--- src/rtl/clkss_pkg.sv ---
// shared constants and types of the sample clock source selection block
package clkss_pkg;

    // register offsets
    localparam logic [15:0] OFS_SAMPLE_RATE_REQUEST     = 16'h4e20;
    localparam logic [15:0] OFS_CLOCK_OUTPUT_ENABLE     = 16'h4e8e;
    localparam logic [15:0] OFS_CLOCK_OUTPUT_FREQUENCY  = 16'h4e8f;
    localparam logic [15:0] OFS_CLOCK_SOURCE_SELECT     = 16'h4ee8;
    localparam logic [15:0] OFS_CLOCK_SOURCES_AVAILABLE = 16'h4ee9;

    // clock mode codes, one bit each, so they double as mask bits
    localparam logic [31:0] MODE_PRIMARY_QUARTZ_PLL    = 32'h0000_0001;
    localparam logic [31:0] MODE_SECONDARY_OSCILLATOR  = 32'h0000_0004;
    localparam logic [31:0] MODE_EXTERNAL_REFERENCE    = 32'h0000_0020;
    localparam logic [31:0] MODE_BACKPLANE_REFERENCE   = 32'h0000_0040;

    // field positions of the clock output enable register
    localparam int          CLKOUT_EN_BIT = 0;

    // reset values
    localparam logic [31:0] RST_MODE        = MODE_PRIMARY_QUARTZ_PLL;
    localparam logic [63:0] RST_RATE        = 64'h0000_0000_0098_9680;
    localparam logic        RST_CLKOUT_EN   = 1'b0;

    // achievable rate granularity and range (plain defaults)
    localparam int          FINE_SHIFT   = 0;
    localparam int          COARSE_SHIFT = 10;
    localparam logic [63:0] RATE_MIN     = 64'h0000_0000_0000_c350;
    localparam logic [63:0] RATE_MAX     = 64'h0000_0000_4a81_7c80;

    // pll lock timing
    localparam longint      SYS_CLK_HZ    = 10_000_000;
    localparam longint      LOCK_MIN_MS   = 10;
    localparam longint      LOCK_MAX_MS   = 200;
    localparam int unsigned LOCK_MIN_CYC  =
        int'((LOCK_MIN_MS * SYS_CLK_HZ + 999) / 1000);
    localparam int unsigned LOCK_MAX_CYC  =
        int'((LOCK_MAX_MS * SYS_CLK_HZ) / 1000);

    // settings handed to the pll at start
    typedef struct packed {
        logic [31:0] mode;
        logic [63:0] rate;
    } clkss_cfg_t;

    typedef enum logic [2:0] {
        LK_IDLE = 3'b001,
        LK_WAIT = 3'b010,
        LK_FAIL = 3'b100
    } clkss_lock_st_t;

endpackage : clkss_pkg

--- src/rtl/clkss_rate_calc.sv ---
// nearest achievable sample rate for a requested rate and clock mode
`timescale 1ns/1ps
`default_nettype none
module clkss_rate_calc
    import clkss_pkg::*;
(
    input  wire logic [31:0] mode_in,
    input  wire logic [63:0] req_in,
    output logic      [63:0] rate_out
);

    // round to nearest multiple of 2**shift
    function automatic logic [63:0] round_rate(input logic [63:0] r,
                                               input int          sh);
        logic [63:0] half;
        logic [63:0] mask;
        half = (sh == 0) ? 64'h0 : (64'h1 << (sh - 1));
        mask = ~((64'h1 << sh) - 64'h1);
        round_rate = (r + half) & mask;
    endfunction : round_rate

    wire logic [63:0] clamped;
    wire logic [63:0] fine_rate;
    wire logic [63:0] coarse_rate;
    wire logic        fine_mode;

    assign clamped = (req_in < RATE_MIN) ? RATE_MIN :
                     (req_in > RATE_MAX) ? RATE_MAX : req_in;
    // the primary quartz is programmable, so it gets the fine grid
    assign fine_mode   = (mode_in == MODE_PRIMARY_QUARTZ_PLL);
    assign fine_rate   = round_rate(clamped, FINE_SHIFT);
    assign coarse_rate = round_rate(clamped, COARSE_SHIFT);
    // rounding up can step past the ceiling; fall back one step
    assign rate_out = fine_mode ? fine_rate :
                      (coarse_rate > RATE_MAX) ?
                      (coarse_rate - (64'h1 << COARSE_SHIFT)) : coarse_rate;

endmodule : clkss_rate_calc
`default_nettype wire

--- src/rtl/clkss_lock_wait.sv ---
// pll lock wait after a start with changed clock settings
`timescale 1ns/1ps
`default_nettype none
module clkss_lock_wait
    import clkss_pkg::*;
#(
    parameter int unsigned MIN_CYC = LOCK_MIN_CYC,
    parameter int unsigned MAX_CYC = LOCK_MAX_CYC
) (
    input  wire logic sys_clk_in,
    input  wire logic rst_n_in,
    input  wire logic start_in,
    input  wire logic need_lock_in,
    input  wire logic pll_locked_in,
    output logic      done_out,
    output logic      err_out,
    output logic      stable_out
);

    clkss_lock_st_t state_ff;
    clkss_lock_st_t nxt_state;
    logic [31:0]    cnt_ff;
    logic           done_ff;
    logic           err_ff;
    logic           stable_ff;

    wire logic min_ok;
    wire logic timeout;
    assign min_ok  = (cnt_ff >= MIN_CYC - 1);
    assign timeout = (cnt_ff >= MAX_CYC - 1);

    always_comb begin
        nxt_state = state_ff;
        case (state_ff)
            LK_IDLE, LK_FAIL: begin
                // after a failed lock the pll is not trusted, so wait again
                if (start_in && (need_lock_in || state_ff == LK_FAIL))
                    nxt_state = LK_WAIT;
                else if (start_in) nxt_state = LK_IDLE;
            end
            LK_WAIT: begin
                if (min_ok && pll_locked_in) nxt_state = LK_IDLE;
                else if (timeout) nxt_state = LK_FAIL;
            end
            default: nxt_state = LK_IDLE;
        endcase
    end

    always_ff @(posedge sys_clk_in or negedge rst_n_in) begin
        if (!rst_n_in) begin
            state_ff  <= LK_IDLE;
            cnt_ff    <= 32'h0;
            done_ff   <= 1'b0;
            err_ff    <= 1'b0;
            stable_ff <= 1'b0;
        end else begin
            state_ff <= nxt_state;
            cnt_ff   <= (state_ff == LK_WAIT) ? cnt_ff + 32'h1 : 32'h0;
            done_ff  <= (start_in && !need_lock_in && state_ff == LK_IDLE)
                     || (state_ff == LK_WAIT && min_ok && pll_locked_in);
            if (state_ff == LK_WAIT && timeout && !(min_ok && pll_locked_in))
                err_ff <= 1'b1;
            else if (start_in && state_ff != LK_WAIT)
                err_ff <= 1'b0;
            if (nxt_state == LK_WAIT || nxt_state == LK_FAIL)
                stable_ff <= 1'b0;
            else if (state_ff == LK_WAIT || start_in)
                stable_ff <= 1'b1;
        end
    end

    assign done_out   = done_ff;
    assign err_out    = err_ff;
    assign stable_out = stable_ff;

    lock_min_wait_a: assert property (@(posedge sys_clk_in)
        disable iff (!rst_n_in)
        (done_ff && $past(state_ff) == LK_WAIT) |-> $past(cnt_ff) >= MIN_CYC - 1)
        else $error("lock reported before the least settle time");

    lock_fail_err_a: assert property (@(posedge sys_clk_in)
        disable iff (!rst_n_in)
        (state_ff == LK_WAIT && timeout && !pll_locked_in) |=> err_ff && !stable_ff)
        else $error("lock timeout did not raise the error");

endmodule : clkss_lock_wait
`default_nettype wire

--- src/rtl/clkss_top.sv ---
// sample clock source select, rate request and clock output control
//
// Behaviour
// - mode code 1 selects the primary programmable quartz as pll reference
// - mode code 4 selects the optional secondary quartz as pll reference
// - mode code 32 selects the external clock input as pll reference
// - mode code 64, backplane variant only, selects backplane reference
// - available-modes register sets a bit only for each supported mode
// - clock mode register writes of a supported single mode select it, others are ignored; reads return it
// - a sample-rate write requests an internal rate in whole hertz
// - a sample-rate read returns the nearest achievable rate
// - clock output enable 1 drives sample clock, 0 tristates it
// - output frequency register reports the clock at the output
// - clock output enable acts the same for every clock source
// - primary quartz with pll is the default source
// - external reference is divided and multiplied by the pll
// - secondary quartz goes via pll, rate readback on the coarse grid as external mode
// - sync master distributes its clock from primary quartz or ext ref
// - start after a clock change waits for pll lock, up to 200 ms
// - pll failing to lock makes start fail with a not-locked error
`timescale 1ns/1ps
`default_nettype none
module clkss_top
    import clkss_pkg::*;
#(
    parameter int unsigned LOCK_MIN_CYCLES = LOCK_MIN_CYC,
    parameter int unsigned LOCK_MAX_CYCLES = LOCK_MAX_CYC
) (
    input  wire logic        sys_clk_in,
    input  wire logic        rst_n_in,
    input  wire logic        reg_wr_in,
    input  wire logic        reg_rd_in,
    input  wire logic [15:0] reg_addr_in,
    input  wire logic [63:0] reg_wdata_in,
    output logic      [63:0] reg_rdata_out,
    output logic             reg_rvalid_out,
    input  wire logic        quartz2_fitted_in,
    input  wire logic        backplane_variant_in,
    input  wire logic        sync_master_in,
    input  wire logic        card_start_in,
    input  wire logic        pll_locked_in,
    input  wire logic        sample_clk_in,
    output clkss_cfg_t       pll_cfg_out,
    output logic       [3:0] pll_ref_sel_out,
    output logic             start_done_out,
    output logic             pll_not_locked_error_out,
    output logic             clock_stable_out,
    output logic             clkout_out,
    output logic             clkout_oe_out,
    output logic             sync_clk_out,
    output logic             sync_clk_oe_out
);

    logic        caps_ok_ff;
    logic        has_q2_ff;
    logic        has_bp_ff;
    logic [31:0] mode_ff;
    logic [63:0] rate_req_ff;
    logic        clkout_en_ff;
    clkss_cfg_t  cfg_ff;
    logic        cfg_valid_ff;
    logic [3:0]  ref_sel_ff;
    logic [63:0] rdata_ff;
    logic        rvalid_ff;
    logic        clkout_ff;
    logic        clkout_oe_ff;
    logic        sync_clk_ff;
    logic        sync_oe_ff;

    function automatic logic single_bit(input logic [31:0] v);
        single_bit = (v != 32'h0) && ((v & (v - 32'h1)) == 32'h0);
    endfunction : single_bit

    // straps are caught on the first clock after reset release
    always_ff @(posedge sys_clk_in or negedge rst_n_in) begin
        if (!rst_n_in) begin
            caps_ok_ff <= 1'b0;
            has_q2_ff  <= 1'b0;
            has_bp_ff  <= 1'b0;
        end else if (!caps_ok_ff) begin
            caps_ok_ff <= 1'b1;
            has_q2_ff  <= quartz2_fitted_in;
            has_bp_ff  <= backplane_variant_in;
        end
    end

    wire logic [31:0] avail_mask;
    assign avail_mask = MODE_PRIMARY_QUARTZ_PLL | MODE_EXTERNAL_REFERENCE
                      | (has_q2_ff ? MODE_SECONDARY_OSCILLATOR : 32'h0)
                      | (has_bp_ff ? MODE_BACKPLANE_REFERENCE : 32'h0);

    wire logic wr_rate;
    wire logic wr_clkout;
    wire logic wr_mode;
    wire logic mode_ok;
    assign wr_rate   = reg_wr_in && (reg_addr_in == OFS_SAMPLE_RATE_REQUEST);
    assign wr_clkout = reg_wr_in && (reg_addr_in == OFS_CLOCK_OUTPUT_ENABLE);
    assign wr_mode   = reg_wr_in && (reg_addr_in == OFS_CLOCK_SOURCE_SELECT);
    assign mode_ok   = single_bit(reg_wdata_in[31:0])
                    && ((reg_wdata_in[31:0] & ~avail_mask) == 32'h0);

    always_ff @(posedge sys_clk_in or negedge rst_n_in) begin
        if (!rst_n_in) begin
            mode_ff      <= RST_MODE;
            rate_req_ff  <= RST_RATE;
            clkout_en_ff <= RST_CLKOUT_EN;
        end else begin
            if (wr_mode && mode_ok)
                mode_ff <= reg_wdata_in[31:0];
            if (wr_rate)
                rate_req_ff <= reg_wdata_in;
            if (wr_clkout)
                clkout_en_ff <= reg_wdata_in[CLKOUT_EN_BIT];
        end
    end

    wire logic [63:0] pend_rate;
    wire logic [63:0] run_rate;

    clkss_rate_calc u_pend_rate (
        .mode_in  (mode_ff),
        .req_in   (rate_req_ff),
        .rate_out (pend_rate)
    );

    clkss_rate_calc u_run_rate (
        .mode_in  (cfg_ff.mode),
        .req_in   (cfg_ff.rate),
        .rate_out (run_rate)
    );

    wire logic cfg_changed;
    assign cfg_changed = !cfg_valid_ff || (cfg_ff.mode != mode_ff)
                      || (cfg_ff.rate != pend_rate);

    always_ff @(posedge sys_clk_in or negedge rst_n_in) begin
        if (!rst_n_in) begin
            cfg_ff       <= '{mode: RST_MODE, rate: RST_RATE};
            cfg_valid_ff <= 1'b0;
        end else if (card_start_in) begin
            cfg_ff       <= '{mode: mode_ff, rate: pend_rate};
            cfg_valid_ff <= 1'b1;
        end
    end

    // pll reference select from committed mode
    wire logic [3:0] ref_sel;
    assign ref_sel = {cfg_ff.mode == MODE_BACKPLANE_REFERENCE,
                      cfg_ff.mode == MODE_EXTERNAL_REFERENCE,
                      cfg_ff.mode == MODE_SECONDARY_OSCILLATOR,
                      cfg_ff.mode == MODE_PRIMARY_QUARTZ_PLL};

    always_ff @(posedge sys_clk_in or negedge rst_n_in) begin
        if (!rst_n_in)
            ref_sel_ff <= 4'h1;
        else
            ref_sel_ff <= ref_sel;
    end

    logic lock_done;
    logic lock_err;
    logic lock_stable;

    clkss_lock_wait #(
        .MIN_CYC (LOCK_MIN_CYCLES),
        .MAX_CYC (LOCK_MAX_CYCLES)
    ) u_lock (
        .sys_clk_in    (sys_clk_in),
        .rst_n_in      (rst_n_in),
        .start_in      (card_start_in),
        .need_lock_in  (cfg_changed),
        .pll_locked_in (pll_locked_in),
        .done_out      (lock_done),
        .err_out       (lock_err),
        .stable_out    (lock_stable)
    );

    // register reads, answered one cycle later; unmapped reads give zero
    wire logic [63:0] rd_mux;
    assign rd_mux =
        (reg_addr_in == OFS_SAMPLE_RATE_REQUEST)     ? pend_rate :
        (reg_addr_in == OFS_CLOCK_OUTPUT_ENABLE)     ? {63'h0, clkout_en_ff} :
        // frequency at the output, zero while tristated
        (reg_addr_in == OFS_CLOCK_OUTPUT_FREQUENCY)  ?
            (clkout_en_ff ? run_rate : 64'h0) :
        (reg_addr_in == OFS_CLOCK_SOURCE_SELECT)     ? {32'h0, mode_ff} :
        (reg_addr_in == OFS_CLOCK_SOURCES_AVAILABLE) ? {32'h0, avail_mask} :
        64'h0;

    always_ff @(posedge sys_clk_in or negedge rst_n_in) begin
        if (!rst_n_in) begin
            rdata_ff  <= 64'h0;
            rvalid_ff <= 1'b0;
        end else begin
            rvalid_ff <= reg_rd_in;
            if (reg_rd_in)
                rdata_ff <= rd_mux;
        end
    end

    // clock output, same path for every source
    // the pll itself is outside; sample_clk_in is its output
    wire logic sync_src_ok;
    // sync source must be primary quartz or the external reference
    assign sync_src_ok = (cfg_ff.mode == MODE_PRIMARY_QUARTZ_PLL)
                      || (cfg_ff.mode == MODE_EXTERNAL_REFERENCE);

    always_ff @(posedge sys_clk_in or negedge rst_n_in) begin
        if (!rst_n_in) begin
            clkout_ff    <= 1'b0;
            clkout_oe_ff <= 1'b0;
            sync_clk_ff  <= 1'b0;
            sync_oe_ff   <= 1'b0;
        end else begin
            clkout_ff    <= sample_clk_in;
            clkout_oe_ff <= clkout_en_ff;
            sync_clk_ff  <= sample_clk_in;
            sync_oe_ff   <= sync_master_in && sync_src_ok && lock_stable;
        end
    end

    assign reg_rdata_out            = rdata_ff;
    assign reg_rvalid_out           = rvalid_ff;
    assign pll_cfg_out              = cfg_ff;
    assign pll_ref_sel_out          = ref_sel_ff;
    assign start_done_out           = lock_done;
    assign pll_not_locked_error_out = lock_err;
    assign clock_stable_out         = lock_stable;
    assign clkout_out               = clkout_ff;
    assign clkout_oe_out            = clkout_oe_ff;
    assign sync_clk_out             = sync_clk_ff;
    assign sync_clk_oe_out          = sync_oe_ff;

    mode_reject_a: assert property (@(posedge sys_clk_in)
        disable iff (!rst_n_in)
        (wr_mode && !mode_ok) |=> $stable(mode_ff))
        else $error("unsupported mode write changed the mode");

    mode_accept_a: assert property (@(posedge sys_clk_in)
        disable iff (!rst_n_in)
        (wr_mode && mode_ok) |=> mode_ff == $past(reg_wdata_in[31:0]))
        else $error("supported mode write not taken");

    avail_mask_a: assert property (@(posedge sys_clk_in)
        disable iff (!rst_n_in)
        caps_ok_ff |-> (avail_mask[2] == has_q2_ff)
                    && (avail_mask[6] == has_bp_ff) && avail_mask[0])
        else $error("available mask does not match fitted sources");

    rate_read_a: assert property (@(posedge sys_clk_in)
        disable iff (!rst_n_in)
        (reg_rd_in && reg_addr_in == OFS_SAMPLE_RATE_REQUEST)
            |=> rvalid_ff && rdata_ff == $past(pend_rate))
        else $error("rate read did not return achievable rate");

    clkout_oe_a: assert property (@(posedge sys_clk_in)
        disable iff (!rst_n_in)
        wr_clkout |=> ##1 clkout_oe_ff == $past(reg_wdata_in[CLKOUT_EN_BIT], 2))
        else $error("clock output enable does not follow write");

    commit_start_a: assert property (@(posedge sys_clk_in)
        disable iff (!rst_n_in)
        !card_start_in |=> $stable(cfg_ff))
        else $error("pll settings changed without a start");

    ref_select_a: assert property (@(posedge sys_clk_in)
        disable iff (!rst_n_in)
        (cfg_ff.mode == MODE_EXTERNAL_REFERENCE && $stable(cfg_ff))
            |=> ref_sel_ff == 4'h4)
        else $error("external mode did not select external reference");

    default_mode_a: assert property (@(posedge sys_clk_in)
        disable iff (!rst_n_in)
        (!cfg_valid_ff && !card_start_in) |=> ref_sel_ff == 4'h1)
        else $error("default source is not the primary quartz");

    sync_gate_a: assert property (@(posedge sys_clk_in)
        disable iff (!rst_n_in)
        (!sync_master_in || !lock_stable) |=> !sync_oe_ff)
        else $error("sync clock driven while not master or not stable");

    freq_tristate_a: assert property (@(posedge sys_clk_in)
        disable iff (!rst_n_in)
        (reg_rd_in && reg_addr_in == OFS_CLOCK_OUTPUT_FREQUENCY
            && !clkout_en_ff) |=> rdata_ff == 64'h0)
        else $error("frequency read while tristated is not zero");

    clkout_copy_a: assert property (@(posedge sys_clk_in)
        disable iff (!rst_n_in)
        1'b1 |=> (clkout_ff == $past(sample_clk_in))
            && (clkout_oe_ff == $past(clkout_en_ff)))
        else $error("clock output path depends on more than enable");

    done_locked_a: assert property (@(posedge sys_clk_in)
        disable iff (!rst_n_in)
        (lock_done && !$past(card_start_in)) |-> $past(pll_locked_in))
        else $error("start reported done without pll lock");

endmodule : clkss_top
`default_nettype wire

--- config.mk ---
export PLATFORM = sky130hd
export DESIGN_NAME = clkss_top
export DESIGN_NICKNAME = d
export VERILOG_FILES = /design/src/rtl/clkss_pkg.sv /design/src/rtl/clkss_rate_calc.sv /design/src/rtl/clkss_lock_wait.sv /design/src/rtl/clkss_top.sv
export SDC_FILE = /design/constraint.sdc
export NUM_CORES = 1
export LEC_CHECK = 0
export ABC_AREA = 0
export BUFFER_PORTS_ARGS = -buffer_cell sky130_fd_sc_hd__buf_2
export CAP_MARGIN = 15
export CORE_MARGIN = 2
export CORE_UTILIZATION = 35
export DETAILED_ROUTE_END_ITERATION = 8
export GPL_TIMING_DRIVEN = 0
export HOLD_SLACK_MARGIN = 0.15
export PLACE_DENSITY = 0.51
export SYNTH_ARGS = -nofsm -noshare
export SYNTH_HDL_FRONTEND = slang
export SYNTH_HIERARCHICAL = 1
export SYNTH_SLANG_ARGS = --single-unit
--- constraint.sdc ---
create_clock -name sys_clk_in -period 6.3 [get_ports sys_clk_in]
set_input_delay 1.575 -clock sys_clk_in [delete_from_list [all_inputs] [get_ports sys_clk_in]]
set_output_delay 1.575 -clock sys_clk_in [all_outputs]
set_load 0.01 [all_outputs]
Yosys cells after proc, flatten, opt, wreduce, memory -nomap -nowiden
Cells that the tools add are included.
{ "word_totals": {"register_bits": 307, "latch_bits": 0, "mem_bits_rw": 0, "mem_bits_ro": 0, "inputBits": 90, "elab_cells": 115, "mem_count": 0} }
{ "classes": {"add_sub_neg": 6, "n_mul": 0, "n_div": 0, "order_cmp": 8, "eq_ne": 18, "shifts": 0, "n_mux": 26, "n_bitwise": 4, "n_reduce_logical": 33} }
{ "ops": {"columns": ["op", "count"], "rows": [
  ["$mux 64", 12],
  ["$gt 64x31->1 const B", 4],
  ["$add 64x10->64 const B", 2],
  ["$lt 64x16->1 const B", 2],
  ["$sub 64x11->64 const B", 2],
  ["$eq 16x15->1 const B", 5],
  ["$and 32x32->32", 2],
  ["$eq 32x1->1 const B", 2],
  ["$logic_not 32->1", 2],
  ["$mux 32", 2],
  ["$ne 64x64->1", 1],
  ["$add 32x1->32 const B", 1],
  ["$eq 32x3->1 const B", 1],
  ["$eq 32x6->1 const B", 1],
  ["$eq 32x7->1 const B", 1],
  ["$ge 32x17->1 const B", 1],
  ["$ge 32x21->1 const B", 1],
  ["$ne 32x32->1", 1],
  ["$not 7->32", 1],
  ["$reduce_bool 32->1", 1],
  ["$sub 32x1->32 const B", 1],
  ["$logic_and 1x1->1", 17],
  ["$mux 3", 5],
  ["$mux 7", 2],
  ["other kinds (11)", 25]
]} }

Depth between registers and ports, before layout
Gate-level depths: netlist of the first run.
{ "depth": {"ltp_word": 16, "mapped_depth": 28, "mapped_depth_nobuf": 26} }

Hierarchy
The synthesis of the first run kept the hierarchy.
{ "modules_own_cells": {"columns": ["mod", "instances", "cells_each", "area_each_um2", "seq_area_each_um2"], "rows": [
  ["clkss_top", 1, 983, 11856.4, 6755.2],
  ["clkss_rate_calc", 2, 289, 1890.6, 0.0],
  ["clkss_lock_wait", 1, 220, 2023.2, 952.2]
]} }

Worst setup path after synthesis of the first run
Ideal clock, no wire load.
{ "synth_path": {"path_type": "reg2reg", "start": "register rate_req_ff[21]", "end": "register u_lock.stable_ff (netlist: u_lock/stable_out)", "setup_time_ns": 0.083, "arrival_ns": 5.577, "t_required_ns": 6.217, "path_slack_ns": 0.641, "path_stages_with_launch": 29, "period_less_slack_ns": 5.659, "path_cell_list": "dfrtp_1 buf_6 nor4_4 nand4b_1 or4_1 o21ai_2 and2_1 buf_2 nand2_1 nand2_1 ha_1 and4_1 and2_1 a31oi_4 or4_1 nand4_1 a32oi_1 or3_1 nand2_1 o311ai_2 nor2b_1 a2111oi_0 nand4_1 nor4_1 nand4_1 nand2_1 a2bb2oi_1 o22ai_1 o21ai_0"} }
{ "synth_between": {"elab_chain_cells": 16} }
{ "synth_lines": {"columns": ["element", "line_no", "source"], "rows": [
  ["from (decl)", "clkss_top.sv:58", "logic [63:0] rate_req_ff;"],
  ["from (signal assigned)", "clkss_top.sv:111", "rate_req_ff <= reg_wdata_in;"],
  ["$gt 64x31->1", "clkss_rate_calc.sv:28", "(req_in > RATE_MAX) ? RATE_MAX : req_in;"],
  ["$mux 64", "clkss_rate_calc.sv:28", null],
  ["$mux 64 (*)", "clkss_rate_calc.sv:27", "assign clamped = (req_in < RATE_MIN) ? RATE_MIN :"],
  ["$add 64x10->64", "clkss_rate_calc.sv:19", "round_rate = (r + half) & mask;"],
  ["$sub 64x11->64 / $gt 64x31->1 (equally long branches)", "clkss_rate_calc.sv:36, clkss_rate_calc.sv:35", null],
  ["$mux 64", "clkss_rate_calc.sv:35", "(coarse_rate > RATE_MAX) ?"],
  ["$mux 64 (*)", "clkss_rate_calc.sv:34", "assign rate_out = fine_mode ? fine_rate :"],
  ["net pend_rate[11]", "clkss_top.sv:117", "wire logic [63:0] pend_rate;"],
  ["[2 not listed]", null, null],
  ["net cfg_changed", "clkss_top.sv:132", "wire logic cfg_changed;"],
  ["$logic_or 1x1->1 (*)", "clkss_lock_wait.sv:37", "if (start_in && (need_lock_in || state_ff == LK_FAIL))"],
  ["$logic_and 1x1->1 (*)", "clkss_lock_wait.sv:37", null],
  ["$mux 3 (*)", "clkss_lock_wait.sv:37", null],
  ["$pmux 3 s2 (*)", "clkss_lock_wait.sv:34", "case (state_ff)"],
  ["$eq 3x2->1 / $eq 3x3->1 (equally long branches)", "clkss_lock_wait.sv:65", "if (nxt_state == LK_WAIT || nxt_state == LK_FAIL)"],
  ["$logic_or 1x1->1 (*)", "clkss_lock_wait.sv:65", null],
  ["$mux 1 / $reduce_bool 2->1 (equally long branches)", null, null],
  ["to (signal assigned)", "clkss_lock_wait.sv:55", "stable_ff <= 1'b0;"],
  ["to (signal assigned)", "clkss_lock_wait.sv:66", "stable_ff <= 1'b0;"],
  ["to (signal assigned)", "clkss_lock_wait.sv:68", "stable_ff <= 1'b1;"],
  ["to (decl)", "clkss_lock_wait.sv:25", "logic stable_ff;"]
]} }
Mark *: on every way through the listed nets, which the timed path passes. The rest lies on a longest branch.
A chain may end at the register's enable or synchronous reset.

Worst setup path after layout of the first run
{ "layout_path": {"start": "register rate_req_ff[23]", "end": "register u_lock.done_ff (netlist: u_lock/done_out)"} }
{ "layout_between": {"elab_chain_cells": 13} }
{ "layout_lines": {"columns": ["element", "line_no", "source"], "rows": [
  ["$gt 64x31->1", "clkss_rate_calc.sv:28", null],
  ["$mux 64", "clkss_rate_calc.sv:28", null],
  ["$mux 64 (*)", "clkss_rate_calc.sv:27", null],
  ["$add 64x10->64", "clkss_rate_calc.sv:19", null],
  ["$sub 64x11->64 / $gt 64x31->1 (equally long branches)", "clkss_rate_calc.sv:36, clkss_rate_calc.sv:35", null],
  ["$mux 64", "clkss_rate_calc.sv:35", null],
  ["$mux 64 (*)", "clkss_rate_calc.sv:34", null],
  ["net pend_rate[10]", "clkss_top.sv:117", null],
  ["$ne 64x64->1 (*)", "clkss_top.sv:134", "|| (cfg_ff.rate != pend_rate);"],
  ["$logic_or 1x1->1 (*)", "clkss_top.sv:134", null],
  ["net cfg_changed", "clkss_top.sv:132", null],
  ["$logic_not 1->1 (*)", "clkss_lock_wait.sv:59", "done_ff <= (start_in && !need_lock_in && state_ff == LK_IDLE)"],
  ["$logic_and 1x1->1 (*) (2 in series)", "clkss_lock_wait.sv:59", null],
  ["$logic_or 1x1->1 (*)", "clkss_lock_wait.sv:60", "|| (state_ff == LK_WAIT && min_ok && pll_locked_in);"],
  ["to (signal assigned)", "clkss_lock_wait.sv:59", null],
  ["to (decl)", "clkss_lock_wait.sv:23", "logic done_ff;"]
]} }
Marks and branches as above.

==> results of run 1 <==
## timing repair
item / in CTS / in global routing
gates resized for setup: 18 / 25
setup buffers: 3 / 3
endpoints found under the setup margin: 4 / 4
pin swaps: 9 / 19
endpoints found under the hold margin: 0 / 0
## cell families after synthesis
group	after synthesis	synth area share (%)
AO/OA/AOI/OAI	304	12.1
XOR/XNOR	127	6.30
adder cells (fa/ha/maj)	6	0.411
buffers and inverters	191	5.88
flip-flops	307	43.6
multiplexers	158	10.1
other	3	0.0638
AND/OR/NAND/NOR	685	21.6
## worst min-delay path by stage
| stage | slack [ns] | startpoint | to | depth (start not counted) |
|---|---|---|---|---|
| after global routing | 0.48 | clkout_en_ff | clkout_oe_out | 0 |
| after floorplan | 0.37 | clkout_en_ff | clkout_oe_out | 0 |
| final | 0.46 | clkout_en_ff | clkout_oe_out | 0 |
| after CTS | 0.46 | clkout_en_ff | clkout_oe_out | 0 |
| after detailed placement | 0.43 | clkout_en_ff | clkout_oe_out | 0 |
| after global placement | 0.44 | clkout_en_ff | clkout_oe_out | 0 |
## sequential cells by signal, summed over array words and instances, names as in the netlist, 3 cells and up
register and cells:
pll_ref_sel_out 4, pll_cfg_out 96, mode_ff 32, reg_rdata_out 64
u_lock/cnt_ff 32, rate_req_ff 64, u_lock/state_ff 3
## stage by stage
stage,hold slack (ns),area [um2],power (uW),setup slack [ns],cells
floorplan,0.369,17900,2360,0.641,1845
CTS,0.459,21400,4700,0.0101,2850
global route,0.481,21500,4840,-0.0138,2851
detailed placement,0.433,20100,2610,-0.714,2781
global placement,0.439,20000,2590,-2.56,2778
finish,0.457,21500,4650,0.223,2851
## cell type report
cell class / count / area [um2] / area share (%)
flip-flops and latches: 307 / 7710 / 35.8
plain buffers: 154 / 913 / 4.24
clock inverters: 7 / 45.0 / 0.209
clock buffers: 59 / 1120 / 5.21
multi-input cells: 1347 / 9310 / 43.3
repair buffers: 270 / 1440 / 6.71
well taps: 672 / 841 / 3.91
inverters: 35 / 131 / 0.611
## synth_stat cells (all sizes together) (6+ instances only)
| master | count | share of area [%] |
|---|---|---|
| a22oi | 60 | 2.6 |
| dfstp | 20 | 3.0 |
| o22ai | 7 | 0.25 |
| and2 | 57 | 2.0 |
| nor4b | 6 | 0.30 |
| and3 | 17 | 0.60 |
| or2 | 10 | 0.35 |
| nand2b | 19 | 0.67 |
| nor4 | 80 | 3.6 |
| nand4 | 43 | 1.6 |
| a2111oi | 9 | 0.52 |
| o21ai | 42 | 1.2 |
| a31oi | 44 | 1.7 |
| buf | 102 | 4.0 |
| o211ai | 6 | 0.26 |
| nor3 | 29 | 0.88 |
| o2111ai | 9 | 0.48 |
| nor2 | 161 | 3.5 |
| xor2 | 62 | 3.1 |
| clkbuf | 54 | 1.2 |
| nand3 | 41 | 1.3 |
| inv | 35 | 0.74 |
| o311ai | 6 | 0.38 |
| dfrtp | 287 | 41 |
| o31ai | 7 | 0.35 |
| nor2b | 22 | 0.78 |
| or3 | 24 | 0.91 |
| or4 | 13 | 0.62 |
| mux2 | 156 | 10 |
| xnor2 | 65 | 3.2 |
| nand2 | 135 | 2.9 |
| a21oi | 66 | 1.9 |
| and4 | 12 | 0.60 |
## power breakdown
group	internal (uW)	total (uW)	switching (uW)
logic	185	467	281
clock network	1220	2070	854
registers	2040	2110	68.6
## per-layer routing
| layer | global-route usage (%) | up-vias | routed length (um) |
|---|---|---|---|
| met5 | 0 | - | 0 |
| li1 | - | 7116 | - |
| met3 | 5.36 | 87 | 4460 |
| met4 | 8.31 | 0 | 2070 |
| met2 | 38.3 | 486 | 29300 |
| met1 | 31.8 | 7548 | 27200 |
## critical path: stages, from the launching register on
cell      delay (ns)
dfstp_2         0.53
buf_6           0.14
and4_1          0.23
nand2_2         0.09
or4_4           0.55
o21ai_4         0.11
and2_4          0.18
buf_6           0.14
nand2_1         0.07
nand2_2         0.09
ha_4            0.15
and4_4          0.26
and2_4          0.17
a31oi_4         0.04
buf_4           0.17
or3_1           0.36
o311ai_2        0.10
a32oi_2         0.12
or3_4           0.43
a21oi_2         0.19
o31ai_4         0.11
xnor2_2         0.28
nand4_1         0.22
nor4_2          0.19
and4_1          0.26
nand4_1         0.23
o41ai_1         0.49
==> results.md, run 1 <==
- Number of global-route vias before repair: 15,200
- Root buffer cell: clkbuf_16
- Synth Cell Area: 0.0177 mm2
- CTS H-tree depth: 2
- Starting Density: 35.3%
- Register clock-pin slew on the reported worst setup and hold paths: 0.06 ns
- Post-route ant nets: 0
- Setup TNS: 0 ns
- CP endpoint: u_lock/done_out
- R2R depth: 26
- Clock skew: 0.0347 ns
- # fillers: 5,029
- Die W: 229 um
- Status: completed
- Worst reg2reg startpoint: rate_req_ff[23]
- Ant. Diodes: 0
- Area growth from synthesis to layout: 21.8%
- Most common cell after layout, fill and taps aside: dfrtp_1
- Max-cap violations: 0
- Worst-Skew Late Latency: 0.57 ns
- Worst slew margin: 32.6%
- Maximum VDD drop: 0.000194 V
- PD cells: 216 mW/mm2
- GRT Total Usage: 23.9%
- Finished Core Util: 43.1%
- Via count: 15,200
- Vias per inst: 5.34
- First drt pass iteration count: 5
- Crit path time final: 6.08 ns
- Reg2reg end: u_lock/done_out
- Slew Limit Fails: 0
- Hold Buf Count CTS: 0
- CTS Sinks: 307
- Layout cells sized above 1: 31.2%
- Fin crit share: 96.5%
- CTS tree: done
- WS Path Type: reg -> reg
- Setup violations, final: 0
- Post-synthesis instance total: 1,781
- Worst endpoint required time: 6.72 ns
- CP Data Arrival Time: 6.49 ns
- DRC errors left: 0
- Min-Delay Path Class: reg -> reg
- Final hold vios: 0
- RD Place Congestion: 0.903
- CTS max path bufs: 3
- Initial antenna violation count: 2
- Crit. End Element: flip-flop
- Post-Syn Area per Cell: 9.92 um2
- Detailed Place HPWL: 49,100 um
- IO Pins: 262
- Wire per inst: 22.1 um
- Global-route wire length before repair: 95,700 um
- Timing startpoint of the critical path: rate_req_ff[23]
- Final #Nets: 2,247
- Row cnt: 82
- DIE HEIGHT: 229 um
- Yosys cell types: 89
- Post-synth ARST share: 100%
- Yosys warnings: 6
- Number of buffers created by CTS: 37
- Seq cells post-synth: 307
- Top_reg_cell synth: dfrtp_1
- Total Wirelength: 63,000 um
- Worst-margin pin slew: 1.00 ns
- Port bufs: 261
- Global route total overflow: 0
- Post-synthesis sequential area ratio: 43.6%
- CP max FO: 10
- Largest net degree at the start of global routing: 115
- Core footprint: 0.0500 mm2
- Number of flops mapped to enable cells by yosys: 0
- Full die area: 0.0523 mm2
- Initial DRC count: 1,196
- Fmax: 0.165 GHz
- Commonest cells after routing, fill and taps aside: dfrtp_1 (285), buf_2 (281), nor2_1 (155)
- Leak pwr: 0.00984 uW
- Startpoint types: flip-flop
- R2R setup slack: 0.22 ns
Note: power is estimated with default switching activity, not from simulation.
==> run 2, diff against run 1 <==
--- a/config.mk
+++ b/config.mk
@@ -8,6 +8,7 @@
 export ABC_AREA = 0
 export BUFFER_PORTS_ARGS = -buffer_cell sky130_fd_sc_hd__buf_2
 export CAP_MARGIN = 15
+export CORE_ASPECT_RATIO = 1.2
 export CORE_MARGIN = 2
 export CORE_UTILIZATION = 35
 export DETAILED_ROUTE_END_ITERATION = 8
==> constraint.sdc (replaced) <==
create_clock -name sys_clk_in -period 6.3 [get_ports sys_clk_in]
set_input_delay 0 -clock sys_clk_in [delete_from_list [all_inputs] [get_ports sys_clk_in]]
set_output_delay 0 -clock sys_clk_in [all_outputs]
set_load 0.01 [all_outputs]
==> run 2 against run 1 <==
Clock skew is 0.013 ns lower. Sequential cell count is the same. Final cell count increased by 2.2%. Total power up 4.6%. Fmax about the same. Worst setup slack got worse by 0.0018 ns. Critical path depth up 3. Hold slack worse by 0.31 ns. Clock-buffer cell count decreased by 6. Non-clock buffer count rose by 86. Combinational power grew 9.2%. Critical path type unchanged.
==> results.md, run 2 (synthesis results as in run 1) <==
- Status: completed
- Maximum VDD drop: 0.000229 V (+18%)
- CTS Sinks: 307 (unchanged)
- Timing startpoint of the critical path: rate_req_ff[24]
- Fin crit share: 96.5% (about the same)
- CP Data Arrival Time: 6.57 ns (+0.08 ns)
- CP endpoint: u_lock/stable_out
- Pwr Total: 4860 uW (+4.6%)
- DRC errors left: 0 (unchanged)
- Final hold vios: 0 (unchanged)
- Die W: 209 um (-8.6%)
- Slew Limit Fails: 0 (unchanged)
- Wire per inst: 22.1 um (about the same)
- R2R setup slack: 0.22 ns (about the same)
- Min-Delay Path Class: in -> reg
- Port bufs: 261 (unchanged)
- DIE HEIGHT: 250 um (+9.4%)
- Number of buffers created by CTS: 38 (+2.7%)
- Clock skew: 0.0213 ns (-0.0134 ns)
- Vias per inst: 5.29 (-0.97%)
- Ant. Diodes: 0 (unchanged)
- Reg2reg end: u_lock/stable_out
- Startpoint types: flip-flop
- Initial antenna violation count: 0 (-2)
- Worst-Skew Late Latency: 0.57 ns (about the same)
- Max stage delay on crit path: 0.53 ns (-0.02 ns)
- Slowest-stage cell, CP: or4_4
- Layout cells sized above 1: 30.4% (-0.80 points)
- Pre-CTS worst setup slack: -0.863 ns (-0.149 ns)
- Area growth from synthesis to layout: 27.2%
- Setup TNS: 0 ns (unchanged)
- Crit path time final: 6.08 ns (+0.00183 ns)
- GRT Total Usage: 24.5% (+0.61 points)
- Core footprint: 0.0501 mm2 (+0.29%)
- Setup violations, final: 0 (unchanged)
- Detailed Place HPWL: 49,400 um (+0.67%)
- CTS max path bufs: 3 (unchanged)
- Most common cell after layout, fill and taps aside: dfrtp_1
- Worst-margin pin slew: 0.885 ns (-0.117 ns)
- Fmax: 0.164 GHz (about the same)
- CTS tree: done
- Hold WS: 0.144 ns (-0.313 ns)
- CP max FO: 10 (unchanged)
- Row cnt: 90 (+9.8%)
- Post-route ant nets: 0 (unchanged)
- Critical path's most frequent cell: buf_4
- Register clock-pin slew on the reported worst setup and hold paths: 0.06 ns (about the same)
- Max-cap violations: 0 (unchanged)
- First drt pass iteration count: 5 (unchanged)
- RD Place Congestion: 0.953 (+5.6%)
- Worst reg2reg startpoint: rate_req_ff[24]
- Total Wirelength: 64,500 um (+2.2%)
- Root buffer cell: clkbuf_16
- IO Pins: 262 (unchanged)
- Full die area: 0.0523 mm2 (about the same)
- Leak pwr: 0.0103 uW (+4.4%)
- Placed insts: 2,753 (-1.0%)
- Global-route wire length before repair: 97,700 um (+2.1%)
- R2R depth: 29 (+12%)
- Starting Density: 35.2% (-0.10 points)
- Global route total overflow: 0 (unchanged)
- Number of global-route vias before repair: 15,700 (+3.0%)
- PD cells: 216 mW/mm2 (+0.18%)
- Crit. End Element: flip-flop
- Largest net degree at the start of global routing: 116 (+0.87%)
- Via count: 15,400 (+1.2%)
- Fin worst setup slack: 0.221 ns (-0.00184 ns)
- Final #Nets: 2,334 (+3.9%)
- Initial DRC count: 1,080 (-9.7%)
- WS Path Type: reg -> reg
- Max FFs per register: 96 (unchanged)
- Commonest cells after routing, fill and taps aside: dfrtp_1 (284), buf_2 (279), nor2_1 (156)
- Fin cells: 2,913 (+2.2%)
- Worst slew margin: 40.5% (+7.9 points)
- Worst endpoint required time: 6.79 ns (+0.07 ns)
- CTS H-tree depth: 2 (unchanged)
## run 2: changes by cell type in the layout (fill, tap and decap cells not counted), moves of 3 or more
cell / before / now
buf_4: 74 / 77
clkinv_2: 4 / 7
bufinv_16: 0 / 3
dlygate4sd3_1: 0 / 85
clkbuf_1: 64 / 60
## run 2: timing repair
item | 4_1_cts | 5_1_grt
setup buffers | 7 | 1
endpoints found under the hold margin | 289 | 0
cloned | 0 | 0
gates resized for setup | 20 | 24
pin swaps | 9 | 10
hold buffers | 85 | 0
endpoints found under the setup margin | 4 | 4
## run 2: routing by layer
metal / track usage, % / routed length [um] / up-vias
li1: - / - / 7262
met1: 30.6 / 26900 / 7629
met2: 42.0 / 31700 / 427
met3: 4.75 / 3590 / 99
met4: 9.14 / 2330 / 0
met5: 0 / 0 / -
## run 2: metrics by stage
step           area [um2]  util (%)
6_report            22500      44.8
2_1_floorplan       17900         -
3_3_place_gp        20000      39.9
3_5_place_dp        20100      40.1
5_1_grt             22500      44.8
4_1_cts             22400      44.6
## run 2: power by group
| group | switching [uW] | internal, uW |
|---|---|---|
| clock network | 910 | 1330 |
| logic | 289 | 221 |
| registers | 70.8 | 2040 |
| total | 1270 | 3590 |
## run 2: final cells by class
class / count / area, um2
clock inverters: 17 / 194
fillers: 4893 / 27600
plain buffers: 153 / 907
flip-flops and latches: 307 / 7710
inverters: 35 / 131
clock buffers: 53 / 1080
multi-input cells: 1347 / 9330
well taps: 644 / 806
repair buffers: 357 / 2310
## run 2: worst min-delay path by stage
stage	depth (start not counted)	slack, ns	startpoint	endpoint
finish	3	0.14	reg_wr_in	rate_req_ff[63]
global route	3	0.18	reg_wr_in	rate_req_ff[63]
CTS	3	0.15	reg_wr_in	rate_req_ff[54]
detailed placement	1	-0.19	rst_n_in	rate_req_ff[38]
global placement	1	0.11	sample_clk_in	clkout_out
floorplan	0	-0.30	rst_n_in	caps_ok_ff
## run 2: worst max-delay path, delay by kind of cell, from the launching register on
| family | cells | cell delay, ns |
|---|---|---|
| fa+ha+maj | 1 | 0.18 |
| compound gates | 10 | 2.11 |
| flops | 1 | 0.48 |
| buf+inv | 3 | 0.54 |
| simple gates | 15 | 2.69 |
